$ cat src/tap_pkg.sv
// Package: constants and types shared by the boundary-scan instruction logic
package tap_pkg;

  // Instruction register geometry and codes
  localparam int unsigned IR_LEN       = 8;
  localparam logic [7:0]  OP_EXTEST    = 8'h00;
  localparam logic [7:0]  OP_IDCODE    = 8'h21;
  localparam logic [7:0]  OP_SAMPLE    = 8'h05;
  localparam logic [7:0]  OP_CLAMP     = 8'h07;
  localparam logic [7:0]  OP_HIGHZ     = 8'h03;
  localparam logic [7:0]  OP_BYPASS    = 8'hff;
  // Value loaded into the instruction shifter in Capture-IR (low bits 01)
  localparam logic [7:0]  IR_CAPTURE   = 8'h01;

  // Data register geometry
  localparam int unsigned ID_LEN       = 32;
  localparam int unsigned N_IN         = 8;   // Sampled input balls
  localparam int unsigned N_OUT        = 8;   // Driven output balls
  localparam int unsigned BSR_LEN      = N_IN + N_OUT;
  // Bypass cell always captures zero
  localparam logic        BYPASS_CAPTURE = 1'b0;

  // Synchroniser depth for pins from the test clock domain
  localparam int unsigned SYNC_STAGES  = 2;

  // Which data register sits between serial in and out
  typedef enum {
    SEL_ID,
    SEL_BSR,
    SEL_BYP
  } dr_sel_t;

  // Test access port controller states
  typedef enum {
    ST_RESET, ST_IDLE,
    ST_SEL_DR, ST_CAP_DR, ST_SH_DR, ST_EX1_DR, ST_PAU_DR, ST_EX2_DR, ST_UPD_DR,
    ST_SEL_IR, ST_CAP_IR, ST_SH_IR, ST_EX1_IR, ST_PAU_IR, ST_EX2_IR, ST_UPD_IR
  } tap_state_t;

endpackage : tap_pkg

$ cat src/tap_if.sv
// Interface: test clock rising-edge strobe, mode select and controller state flags
`timescale 1ns/1ns
`default_nettype none
interface tap_if;
  logic tck_rise;  // One-cycle strobe at a test clock rising edge
  logic tms;       // Synchronised mode select
  logic in_tlr;    // Controller in Test-Logic-Reset
  logic in_cap_dr; // Controller in Capture-DR
  logic in_sh_dr;  // Controller in Shift-DR
  logic in_upd_dr; // Controller in Update-DR
  logic in_cap_ir; // Controller in Capture-IR
  logic in_sh_ir;  // Controller in Shift-IR
  logic in_upd_ir; // Controller in Update-IR

  // Controller side drives the state flags
  modport fsm (
    input  tck_rise, tms,
    output in_tlr, in_cap_dr, in_sh_dr, in_upd_dr, in_cap_ir, in_sh_ir, in_upd_ir
  );
  // Instruction and register side reads them
  modport core (
    output tck_rise, tms,
    input  in_tlr, in_cap_dr, in_sh_dr, in_upd_dr, in_cap_ir, in_sh_ir, in_upd_ir
  );
endinterface : tap_if
`default_nettype wire

$ cat src/tap_fsm.sv
// Module: sixteen-state test access port controller stepped by test clock edges
`timescale 1ns/1ns
`default_nettype none
module tap_fsm
  import tap_pkg::*;
(
  input  wire logic clock_in,
  input  wire logic rst_in,
  tap_if.fsm        tap
);

  tap_state_t state_q;  // Present controller state
  tap_state_t state_d;  // State after the next test clock edge

  // Standard transition table, selected by the mode select level
  function automatic tap_state_t next_state(input tap_state_t s, input logic m);
    case (s)
      ST_RESET:  next_state = m ? ST_RESET  : ST_IDLE;
      ST_IDLE:   next_state = m ? ST_SEL_DR : ST_IDLE;
      ST_SEL_DR: next_state = m ? ST_SEL_IR : ST_CAP_DR;
      ST_CAP_DR: next_state = m ? ST_EX1_DR : ST_SH_DR;
      ST_SH_DR:  next_state = m ? ST_EX1_DR : ST_SH_DR;
      ST_EX1_DR: next_state = m ? ST_UPD_DR : ST_PAU_DR;
      ST_PAU_DR: next_state = m ? ST_EX2_DR : ST_PAU_DR;
      ST_EX2_DR: next_state = m ? ST_UPD_DR : ST_SH_DR;
      ST_UPD_DR: next_state = m ? ST_SEL_DR : ST_IDLE;
      ST_SEL_IR: next_state = m ? ST_RESET  : ST_CAP_IR;
      ST_CAP_IR: next_state = m ? ST_EX1_IR : ST_SH_IR;
      ST_SH_IR:  next_state = m ? ST_EX1_IR : ST_SH_IR;
      ST_EX1_IR: next_state = m ? ST_UPD_IR : ST_PAU_IR;
      ST_PAU_IR: next_state = m ? ST_EX2_IR : ST_PAU_IR;
      ST_EX2_IR: next_state = m ? ST_UPD_IR : ST_SH_IR;
      ST_UPD_IR: next_state = m ? ST_SEL_DR : ST_IDLE;
      default:   next_state = ST_RESET;
    endcase
  endfunction : next_state

  // Advance only on a test clock rising edge
  assign state_d = tap.tck_rise ? next_state(state_q, tap.tms) : state_q;

  // State register; system reset stands in for power-up
  always_ff @(posedge clock_in) begin
    if (rst_in) begin
      state_q <= ST_RESET;
    end else begin
      state_q <= state_d;
    end
  end

  // State flags for the instruction and register logic
  assign tap.in_tlr    = (state_q == ST_RESET);
  assign tap.in_cap_dr = (state_q == ST_CAP_DR);
  assign tap.in_sh_dr  = (state_q == ST_SH_DR);
  assign tap.in_upd_dr = (state_q == ST_UPD_DR);
  assign tap.in_cap_ir = (state_q == ST_CAP_IR);
  assign tap.in_sh_ir  = (state_q == ST_SH_IR);
  assign tap.in_upd_ir = (state_q == ST_UPD_IR);

endmodule : tap_fsm
`default_nettype wire

$ cat src/scan_port.sv
// Module: boundary-scan instruction decode, data registers and output ball control
`timescale 1ns/1ns
`default_nettype none
module scan_port
  import tap_pkg::*;
#(
  parameter logic [ID_LEN-1:0] ID_VALUE = 32'h0000_0001  // Arbitrary identity, LSB set
) (
  input  wire logic             clock_in,
  input  wire logic             rst_in,
  input  wire logic             tck_in,
  input  wire logic             tms_in,
  input  wire logic             tdi_in,
  input  wire logic [N_IN-1:0]  ball_in,
  input  wire logic [N_OUT-1:0] func_data_in,
  input  wire logic [N_OUT-1:0] func_oe_in,
  output logic                  tdo_out,
  output logic                  tdo_oe_out,
  output logic [N_OUT-1:0]      ball_out,
  output logic [N_OUT-1:0]      ball_oe_out
);

  ////////////////////////////////////////////////////////////////////////////
  // Synchronisers for the test pins and the sampled balls

  logic [SYNC_STAGES-1:0] tck_sync_q;  // Test clock, two stages
  logic                   tck_last_q;  // Delayed copy for edge finding
  logic [SYNC_STAGES-1:0] tms_sync_q;  // Mode select, two stages
  logic [SYNC_STAGES-1:0] tdi_sync_q;  // Serial data in, two stages
  logic [N_IN-1:0]        ball_s1_q;   // Input balls, first stage
  logic [N_IN-1:0]        ball_s2_q;   // Input balls, second stage

  // Only the second stage feeds any logic; sampled balls may be caught mid-flip
  always_ff @(posedge clock_in) begin
    tck_sync_q <= {tck_sync_q[0], tck_in};
    tms_sync_q <= {tms_sync_q[0], tms_in};
    tdi_sync_q <= {tdi_sync_q[0], tdi_in};
    ball_s1_q  <= ball_in;
    ball_s2_q  <= ball_s1_q;
    tck_last_q <= tck_sync_q[1];
  end

  wire tck_rise = tck_sync_q[1] & ~tck_last_q;  // Shift and capture edge
  wire tck_fall = ~tck_sync_q[1] & tck_last_q;  // Serial out launch edge
  wire tdi      = tdi_sync_q[1];

  ////////////////////////////////////////////////////////////////////////////
  // Controller

  tap_if tap ();
  assign tap.tck_rise = tck_rise;
  assign tap.tms      = tms_sync_q[1];

  tap_fsm u_fsm (
    .clock_in (clock_in),
    .rst_in   (rst_in),
    .tap      (tap)
  );

  // Register actions happen at the rising edge that leaves the state
  wire do_cap_ir = tck_rise & tap.in_cap_ir;
  wire do_sh_ir  = tck_rise & tap.in_sh_ir;
  wire do_cap_dr = tck_rise & tap.in_cap_dr;
  wire do_sh_dr  = tck_rise & tap.in_sh_dr;
  wire do_upd_dr = tck_rise & tap.in_upd_dr;
  wire do_upd_ir = tck_rise & tap.in_upd_ir;

  ////////////////////////////////////////////////////////////////////////////
  // Instruction register and decode

  logic [IR_LEN-1:0] ir_sh_q;  // Instruction shifter
  logic [IR_LEN-1:0] ir_q;     // Current instruction

  // Shift in Shift-IR, take effect only at Update-IR
  always_ff @(posedge clock_in) begin
    if (rst_in) begin
      ir_sh_q <= IR_CAPTURE;
    end else if (do_cap_ir) begin
      ir_sh_q <= IR_CAPTURE;
    end else if (do_sh_ir) begin
      ir_sh_q <= {tdi, ir_sh_q[IR_LEN-1:1]};
    end
  end

  // Reset and Test-Logic-Reset restore the identification code
  always_ff @(posedge clock_in) begin
    if (rst_in || tap.in_tlr) begin
      ir_q <= OP_IDCODE;
    end else if (do_upd_ir) begin
      ir_q <= ir_sh_q;
    end
  end

  // Data register selection per instruction
  function automatic dr_sel_t dr_select(input logic [IR_LEN-1:0] op);
    case (op)
      OP_IDCODE: dr_select = SEL_ID;
      OP_SAMPLE: dr_select = SEL_BSR;
      OP_EXTEST: dr_select = SEL_BSR;
      OP_CLAMP:  dr_select = SEL_BYP;
      OP_HIGHZ:  dr_select = SEL_BYP;
      OP_BYPASS: dr_select = SEL_BYP;
      // Reserved codes fall back to bypass so the chain stays short
      default:   dr_select = SEL_BYP;
    endcase
  endfunction : dr_select

  // A variable, not a net: the selection enum has a two-state base type
  dr_sel_t      sel;
  assign sel = dr_select(ir_q);
  wire          op_bsr   = (ir_q == OP_SAMPLE) || (ir_q == OP_EXTEST);
  wire          op_force = (ir_q == OP_CLAMP) || (ir_q == OP_EXTEST);
  wire          op_highz = (ir_q == OP_HIGHZ);

  ////////////////////////////////////////////////////////////////////////////
  // Data registers

  logic [ID_LEN-1:0]  id_sh_q;   // Identification shifter
  logic [BSR_LEN-1:0] bsr_sh_q;  // Boundary shifter: outputs high, inputs low
  logic [N_OUT-1:0]   bsr_upd_q; // Output cell hold latches
  logic               byp_q;     // Single bypass stage

  // Identification register
  always_ff @(posedge clock_in) begin
    if (rst_in) begin
      id_sh_q <= ID_VALUE;
    end else if (do_cap_dr && sel == SEL_ID) begin
      id_sh_q <= ID_VALUE;
    end else if (do_sh_dr && sel == SEL_ID) begin
      id_sh_q <= {tdi, id_sh_q[ID_LEN-1:1]};
    end
  end

  // Boundary shifter; captures the balls as they stand
  always_ff @(posedge clock_in) begin
    if (rst_in) begin
      bsr_sh_q <= '0;
    end else if (do_cap_dr && op_bsr) begin
      bsr_sh_q <= {ball_out, ball_s2_q};
    end else if (do_sh_dr && sel == SEL_BSR) begin
      bsr_sh_q <= {tdi, bsr_sh_q[BSR_LEN-1:1]};
    end
  end

  // Output cells update only under sample/preload or external test
  always_ff @(posedge clock_in) begin
    if (rst_in) begin
      bsr_upd_q <= '0;
    end else if (do_upd_dr && op_bsr) begin
      bsr_upd_q <= bsr_sh_q[BSR_LEN-1:N_IN];
    end
  end

  // Bypass stage
  always_ff @(posedge clock_in) begin
    if (rst_in) begin
      byp_q <= BYPASS_CAPTURE;
    end else if (do_cap_dr) begin
      byp_q <= BYPASS_CAPTURE;
    end else if (do_sh_dr && sel == SEL_BYP) begin
      byp_q <= tdi;
    end
  end

  ////////////////////////////////////////////////////////////////////////////
  // Serial out, launched on the falling test clock edge

  wire dr_lsb = (sel == SEL_ID)  ? id_sh_q[0] :
                (sel == SEL_BSR) ? bsr_sh_q[0] : byp_q;
  wire shifting = tap.in_sh_ir | tap.in_sh_dr;
  // Serial out parks low outside the shift states, so a disabled pin reads zero
  wire tdo_d    = shifting & (tap.in_sh_ir ? ir_sh_q[0] : dr_lsb);

  // Driver enabled only while a shift state is held
  always_ff @(posedge clock_in) begin
    if (rst_in) begin
      tdo_out    <= 1'b0;
      tdo_oe_out <= 1'b0;
    end else if (tck_fall) begin
      tdo_out    <= tdo_d;
      tdo_oe_out <= shifting;
    end
  end

  ////////////////////////////////////////////////////////////////////////////
  // Output ball control

  // High-impedance wins, then held cells, then functional data
  wire [N_OUT-1:0] ball_d    = op_force ? bsr_upd_q : func_data_in;
  wire [N_OUT-1:0] ball_oe_d = op_highz ? '0 :
                               op_force ? '1 : func_oe_in;

  // Registered so the balls come straight from flip-flops
  always_ff @(posedge clock_in) begin
    if (rst_in) begin
      ball_out    <= '0;
      ball_oe_out <= '0;
    end else begin
      ball_out    <= ball_d;
      ball_oe_out <= ball_oe_d;
    end
  end

endmodule : scan_port
`default_nettype wire

$ cat config.mk
export PLATFORM = sky130hd
export DESIGN_NAME = scan_port
export DESIGN_NICKNAME = d
export VERILOG_FILES = /design/src/tap_pkg.sv /design/src/tap_if.sv /design/src/tap_fsm.sv /design/src/scan_port.sv
export SDC_FILE = /design/constraint.sdc
export NUM_CORES = 1
export LEC_CHECK = 0
export BUFFER_PORTS_ARGS = -buffer_cell sky130_fd_sc_hd__buf_2
export CELL_PAD_IN_SITES_DETAIL_PLACEMENT = 1
export CELL_PAD_IN_SITES_GLOBAL_PLACEMENT = 2
export CORE_UTILIZATION = 33
export DETAILED_ROUTE_END_ITERATION = 7
export GPL_ROUTABILITY_DRIVEN = 0
export PLACE_DENSITY_LB_ADDON = 0.3
export REMOVE_ABC_BUFFERS = 1
export SLEW_MARGIN = 10
export SYNTH_ARGS = -nofsm -noshare
export SYNTH_HDL_FRONTEND = slang
export SYNTH_SLANG_ARGS = --single-unit
$ cat constraint.sdc
create_clock -name clock_in -period 1.9 [get_ports clock_in]
set_input_delay 0.19 -clock clock_in [delete_from_list [all_inputs] [get_ports clock_in]]
set_output_delay 0.19 -clock clock_in [all_outputs]
set_load 0.03 [all_outputs]
==> impl_metrics.env, run 1 <==
export IMPL_ys_seq_elements=118
export IMPL_ys_warn_count=0
export IMPL_wl_met3_um=508
export IMPL_seq_area_frac_synth_pct=50.94
export IMPL_top_layer_used="met4"
export IMPL_overflow=0
export IMPL_dp_hpwl_um=7865
export IMPL_status="completed"
export IMPL_syn_avg_cell_area_um2=9.200
export IMPL_cts_made_buffers=17
export IMPL_setup_violations=0
export IMPL_min_path_type="in2reg"
export IMPL_slew_headroom_pct=51.73
export IMPL_synth_area_um2=4637
export IMPL_dieWidth_um=120.5
export IMPL_remaining_drc_errors=0
export IMPL_maxCapViolCount=0
export IMPL_tns_ps=0
export IMPL_clk_path_buf_depth=2
export IMPL_fin_skew_ps=11.58
export IMPL_dieArea_um2=14530
export IMPL_period_needed_ps=1878
export IMPL_postSynthCellCount=504
export IMPL_antenna_cells=0
export IMPL_cp_data_arrival_time_ps=2170
export IMPL_synth_cell_types=53
export IMPL_drive_gt1_share_pct=21.75
export IMPL_avgRoutedWirePerCell_um=16.03
export IMPL_htree_levels=4
export IMPL_cp_required_ps=2190
export IMPL_placedCellCount=719
export IMPL_critPathCaptureType="register"
export IMPL_async_flop_share_pct=0
export IMPL_drt_iter0_drc=202
export IMPL_port_buffers=46
export IMPL_die_height_um=120.5
export IMPL_worstSkewPairLatency_ps=410
export IMPL_row_count=42
export IMPL_firstDrtPassIters=4
export IMPL_startpoint_type="register"
export IMPL_finalMaxSlewViolations=0
export IMPL_postRouteAntennaNets=0
export IMPL_power_leakage_nw=2.098
export IMPL_total_power_mw=5.687
export IMPL_hold_viol=0
export IMPL_core_um2=13450
export IMPL_place_area_um2=5216
export IMPL_grt_pass1_vias=4113
export IMPL_pwr_density_cell_nw_per_um2=953.2
export IMPL_antenna_found_initial=0
export IMPL_synth_edf_count=0
export IMPL_drt_total_wl_um=12330
export IMPL_fin_crit_sh_pct=98.87
export IMPL_cts_tree="yes"
export IMPL_grt_max_degree=38
export IMPL_met2_length_um=5757
export IMPL_stdcell_count=769
export IMPL_grt_usage_pct=18.07
export IMPL_worstSetupPathType="reg2reg"
export IMPL_layout_nets=612
export IMPL_area_delta_synth_final_pct=28.66
export IMPL_start_util_pct=34.47
export IMPL_timing_hold_ws_ps=20.65
export IMPL_wl_met1_um=5849
export IMPL_grt_first_pass_wirelength_um=20380
export IMPL_ioPinCount=47
export IMPL_rsz0062_at_grt="true"
export IMPL_viasPerCell=5.336
export IMPL_cts_root_buffer="clkbuf_16"
export IMPL_cp_max_fo=32
export IMPL_worst_pin_slew_ps=720.7
export IMPL_clk_pin_slew_ps=50
export IMPL_synth_ff_type="dfxtp_1"
export IMPL_vias=4103
export IMPL_vdd_drop_max_v=0.0006361
export IMPL_clock_sinks=118
export IMPL_fmax_mhz=532.4
export IMPL_fin_area_um2=5966
final timing paths:
path         depth (start not counted)  slack (ps)       startpoint      endpoint
max reg2reg                          5          20          ir_q[3]    id_sh_q[4]
min                                  3          20  func_data_in[7]   ball_out[7]
max                                  5          20          ir_q[3]    id_sh_q[4]
min reg2reg                          0         320     ball_s1_q[1]  ball_s2_q[1]
logic make-up (layout without fill, tap and decap cells):
| family | count (synthesis) | after routing | synth area share [%] |
|---|---|---|---|
| compound gates | 165 | 165 | 21.99 |
| xor+xnor | 3 | 3 | 0.5668 |
| buf+inv | 51 | 140 | 5.747 |
| flops | 118 | 118 | 50.94 |
| mux | 16 | 16 | 3.454 |
| simple gates | 151 | 151 | 17.30 |
stage by stage:
step	setup WS (ps)	util (%)
after floorplan	-1594	-
after global placement	29.82	38.77
after detailed placement	16.45	38.77
after CTS	8.058	44.11
after global routing	-24.21	44.35
final	21.54	44.35
sequential cells by signal (all words and copies together), names as in the netlist:
name and count:
ir_q 8, tdo_oe_out 1, u_fsm.state_q 4, bsr_sh_q 16, ball_s1_q 8, tck_last_q 1
tdi_sync_q 2, ball_oe_out 8, id_sh_q 32, bsr_upd_q 8, tms_sync_q 2, ball_out 8
byp_q 1, ball_s2_q 8, ir_sh_q 8, tck_sync_q 2, tdo_out 1
layer usage:
| layer | vias to the layer above | global-route usage [%] |
|---|---|---|
| li1 | 2001 | - |
| met1 | 1991 | 22.90 |
| met2 | 92 | 28.66 |
| met3 | 19 | 4.764 |
| met4 | 0 | 8.256 |
| met5 | - | 0 |
final cells by class:
| class | instances | area [µm²] |
|---|---|---|
| clock inverters | 3 | 18.77 |
| inverters | 5 | 18.77 |
| well taps | 176 | 220.2 |
| fillers | 1562 | 7487 |
| multi-input cells | 335 | 2029 |
| clock buffers | 26 | 509.2 |
| flip-flops and latches | 118 | 2366 |
| repair buffers | 106 | 803.3 |
repair_timing:
item / in CTS / in global routing
gates resized for setup: 0 / 23
setup endpoints to repair: 0 / 55
hold buffers: 19 / 0
hold endpoints to repair: 19 / 0
setup buffers: 0 / 2
cells in the mapped netlist, drive strengths merged, types with 3 or more instances:
library cell	number	area [µm²]
nand3	53	265.3
o31ai	8	60.06
buf	26	172.7
nor2	24	95.09
mux2i	16	160.2
a21oi	52	264.0
clkbuf	20	75.07
inv	5	18.77
a311oi	16	140.1
nor3	5	25.02
nand2	30	112.6
nor2b	8	50.05
o21ai	47	246.5
o21a	8	60.06
nand4	10	62.56
nand3b	3	22.52
dfxtp	118	2362
a31oi	21	131.4
power by group:
group | internal (mW) | total [mW] | leakage (nW) | switching (mW)
clock | 1.81 | 2.85 | 0.262 | 1.04
combinational | 0.114 | 0.284 | 0.871 | 0.169
sequential | 2.53 | 2.55 | 0.966 | 0.0250
total | 4.46 | 5.69 | 2.10 | 1.23
worst max-delay path, cell delays in order (launching register included):
cell	delay, ps
dfxtp_2	310
or4_4	580
or3_4	430
buf_12	180
o21ai_0	170
a21oi_1	80
cell usage in the layout (no fill, tap or decap), types with 3 or more instances in the layout:
master and instances:
a21oi_1 50, a311oi_1 16, a31oi_1 21, buf_12 6, buf_2 46, buf_4 35, clkbuf_1 4, clkbuf_16 17
clkbuf_8 5, dfxtp_1 115, dfxtp_2 3, dlygate4sd3_1 19, inv_1 5, mux2i_1 16, nand2_1 30, nand3_1 53
nand3b_1 3, nand4_1 10, nor2_1 22, nor2b_1 7, nor3_1 5, o21a_1 8, o21ai_0 26, o21ai_1 20
o31ai_1 8
(Power assumes the default switching activity.)
==> run 2, diff against run 1 <==
--- a/config.mk
+++ b/config.mk
@@ -8,12 +8,14 @@
 export BUFFER_PORTS_ARGS = -buffer_cell sky130_fd_sc_hd__buf_2
 export CELL_PAD_IN_SITES_DETAIL_PLACEMENT = 1
 export CELL_PAD_IN_SITES_GLOBAL_PLACEMENT = 2
-export CORE_UTILIZATION = 33
+export CORE_UTILIZATION = 32
 export DETAILED_ROUTE_END_ITERATION = 7
 export GPL_ROUTABILITY_DRIVEN = 0
 export PLACE_DENSITY_LB_ADDON = 0.3
+export RECOVER_POWER = 25
 export REMOVE_ABC_BUFFERS = 1
 export SLEW_MARGIN = 10
 export SYNTH_ARGS = -nofsm -noshare
 export SYNTH_HDL_FRONTEND = slang
+export SYNTH_HIERARCHICAL = 1
 export SYNTH_SLANG_ARGS = --single-unit
==> run 2 against run 1 <==
- wire length down 13%
- via count down 12%
- final cell count down 4.3%
- total power up 14%
- sequential cell count unchanged
- non-clock buffer count down 15
- cell area down 2.5%
- global-route usage down 1.8 points
- synthesized cell count down 6.5%
- critical path depth up 2
- die area down 2.9%
- combinational power down 4%
- largest power group unchanged
- highest routed layer unchanged
==> impl_metrics.env, run 2 <==
export IMPL_fin_skew_ps=5.943
export IMPL_fmax_mhz=555.6
export IMPL_timing_hold_ws_ps=20.38
export IMPL_dieArea_um2=14100
export IMPL_mostFrequentLayoutCells="dfxtp_1 (117), nand2_1 (86), a21oi_1 (46)"
export IMPL_drive_gt1_share_pct=18.93
export IMPL_ys_seq_elements=118
export IMPL_fin_crit_sh_pct=94.74
export IMPL_antenna_cells=0
export IMPL_regMostFlops="id_sh_q"
export IMPL_grt_max_degree=33
export IMPL_synth_edf_count=0
export IMPL_r2r_cells=7
export IMPL_postSynthCellCount=471
export IMPL_cts_made_buffers=17
export IMPL_row_count=42
export IMPL_async_flop_share_pct=0
export IMPL_setup_violations=0
export IMPL_critPathCaptureType="register"
export IMPL_firstDrtPassIters=4
export IMPL_fill_cells=1516
export IMPL_slew_headroom_pct=62.65
export IMPL_yosysMostFrequentCell="dfxtp_1"
export IMPL_core_um2=13240
export IMPL_port_buffers=46
export IMPL_placedCellCount=681
export IMPL_finalMaxSlewViolations=0
export IMPL_synth_area_um2=4362
export IMPL_r2r_start="u_fsm/state_q[0]"
export IMPL_vdd_drop_max_v=0.0006247
export IMPL_worstSetupPathType="reg2reg"
export IMPL_startpoint_type="register"
export IMPL_grt_pass1_vias=3676
export IMPL_final_common_cell="dfxtp_1"
export IMPL_synthTopCellsByCount="dfxtp_1 (118), nand2_1 (86), a21oi_1 (46)"
export IMPL_pwr_density_cell_nw_per_um2=1116
export IMPL_hold_path_depth=3
export IMPL_cts_tree="yes"
export IMPL_layout_nets=576
export IMPL_ff2ff_setup_slack_ps=100
export IMPL_area_delta_synth_final_pct=33.33
export IMPL_cp_data_arrival_time_ps=2140
export IMPL_syn_avg_cell_area_um2=9.260
export IMPL_grt_usage_pct=16.29
export IMPL_synth_largest_area_cell="dfxtp_1"
export IMPL_remaining_drc_errors=0
export IMPL_htree_levels=4
export IMPL_worstSkewPairLatency_ps=420
export IMPL_ioPinCount=47
export IMPL_dp_hpwl_um=6491
export IMPL_tns_ps=0
export IMPL_dieWidth_um=118.8
export IMPL_die_height_um=118.8
export IMPL_clk_path_buf_depth=2
export IMPL_min_to="ball_out[3]"
export IMPL_grt_first_pass_wirelength_um=18130
export IMPL_min_from="func_data_in[3]"
export IMPL_seq_area_frac_synth_pct=54.16
export IMPL_overflow=0
export IMPL_yosysTopAreaCellShare_pct=54.16
export IMPL_cp_required_ps=2240
export IMPL_start_util_pct=32.94
export IMPL_worst_pin_slew_ps=558.2
export IMPL_postRouteAntennaNets=0
export IMPL_cp_max_fo=16
export IMPL_pre_cts_ws_ps=29.67
export IMPL_setup_slack_ps=100.0
export IMPL_ys_warn_count=6
export IMPL_avgRoutedWirePerCell_um=14.55
export IMPL_drt_iter0_drc=204
export IMPL_r2r_end="id_sh_q[3]"
export IMPL_cts_root_buffer="clkbuf_16"
export IMPL_drt_total_wl_um=10710
export IMPL_vias=3603
export IMPL_stdcell_count=736
export IMPL_hold_viol=0
export IMPL_largestRegisters="id_sh_q: 32 flops, bsr_sh_q: 16 flops"
export IMPL_clk_pin_slew_ps=50
export IMPL_clock_sinks=118
export IMPL_rsz0062_at_grt="false"
export IMPL_largest_reg_flops=32
export IMPL_ys_top_cells_by_area="dfxtp_1 (54%), nand2_1 (7.4%), a21oi_1 (5.3%), mux2i_1 (3.9%), nor2_1 (3.8%)"
export IMPL_period_needed_ps=1800
export IMPL_status="completed"
export IMPL_viasPerCell=4.895
export IMPL_antenna_found_initial=0
export IMPL_power_leakage_nw=2.208
export IMPL_synth_cell_types=51
export IMPL_min_path_type="in2reg"
export IMPL_synth_ff_type="dfxtp_1"
export IMPL_maxCapViolCount=0
-- run 2: cell count changes after synthesis, sizes merged, moves of 16 or more --
cell / previous run / this run
a22o: 0 / 17
a31oi: 21 / 2
nand2: 30 / 86
o21ai: 47 / 3
a22oi: 0 / 16
nand3: 53 / 20
nor2: 24 / 44
-- run 2: logic make-up (layout without fill, tap and decap cells) --
group | after synthesis | count (layout) | share of synthesized area [%]
compound gates | 114 | 114 | 18.02
flops | 118 | 118 | 54.16
mux | 17 | 17 | 3.901
simple gates | 181 | 181 | 18.85
buf+inv | 38 | 127 | 4.303
xor+xnor | 3 | 3 | 0.7747
-- run 2: critical path, cell delays in order (launching register included) --
cell and delay (ps):
dfxtp_1 370, nor4b_2 260, buf_4 170, and3b_1 220, and3_2 290, buf_12 170
nand2_1 70, a21oi_1 160
-- run 2: worst max-delay path by stage --
stage / startpoint / endpoint / slack, ps / depth (start not counted)
6_report: u_fsm/state_q[0] / id_sh_q[3] / 100 / 7
3_5_place_dp: u_fsm/state_q[1] / bsr_sh_q[2] / 30 / 8
2_1_floorplan: u_fsm/state_q[2] / bsr_sh_q[14] / -1070 / 5
4_1_cts: u_fsm/state_q[1] / bsr_sh_q[2] / 30 / 8
3_3_place_gp: u_fsm/state_q[0] / bsr_sh_q[13] / 140 / 7
5_1_grt: u_fsm/state_q[0] / id_sh_q[14] / 20 / 7
-- run 2: report_power, final --
group | switching, mW | leakage, nW | internal (mW)
sequential | 0.0320 | 0.965 | 2.53
combinational | 0.157 | 0.925 | 0.117
clock | 1.13 | 0.318 | 2.52
-- run 2: routing by layer --
metal	GRT usage, %	routed length (µm)	up-vias
met5	0	0	-
met4	6.725	165	0
met3	4.681	420	13
met2	27.16	5211	55
met1	19.57	4909	1741
li1	-	-	1794
-- run 2: final cells by class --
cell class,instances,area [µm²],share of cell area (%)
Inverter,4,15.01,0.2582
Tap cell,176,220.2,3.787
Clock buffer,20,456.7,7.853
Multi-Input combinational cell,315,1848,31.78
Clock inverter,12,224.0,3.851
Sequential cell,118,2364,40.64
Timing Repair Buffer,91,688.2,11.83
-- run 2: what timing repair did --
action                                  CTS  global route
hold buffers                             20             0
buffers inserted                          0             1
resized for setup                         0            14
endpoints found under the setup margin    0            49
endpoints found under the hold margin    20             0
-- run 2: per-stage QoR --
| stage | power, mW | area, µm² | utilization, % |
|---|---|---|---|
| 3_5_place_dp | 2.855 | 4873 | 36.80 |
| 2_1_floorplan | 2.733 | 4189 | - |
| 3_3_place_gp | 2.849 | 4873 | 36.80 |
| 6_report | 6.488 | 5816 | 43.92 |
| 5_1_grt | 6.716 | 5816 | 43.92 |
| 4_1_cts | 6.574 | 5754 | 43.45 |
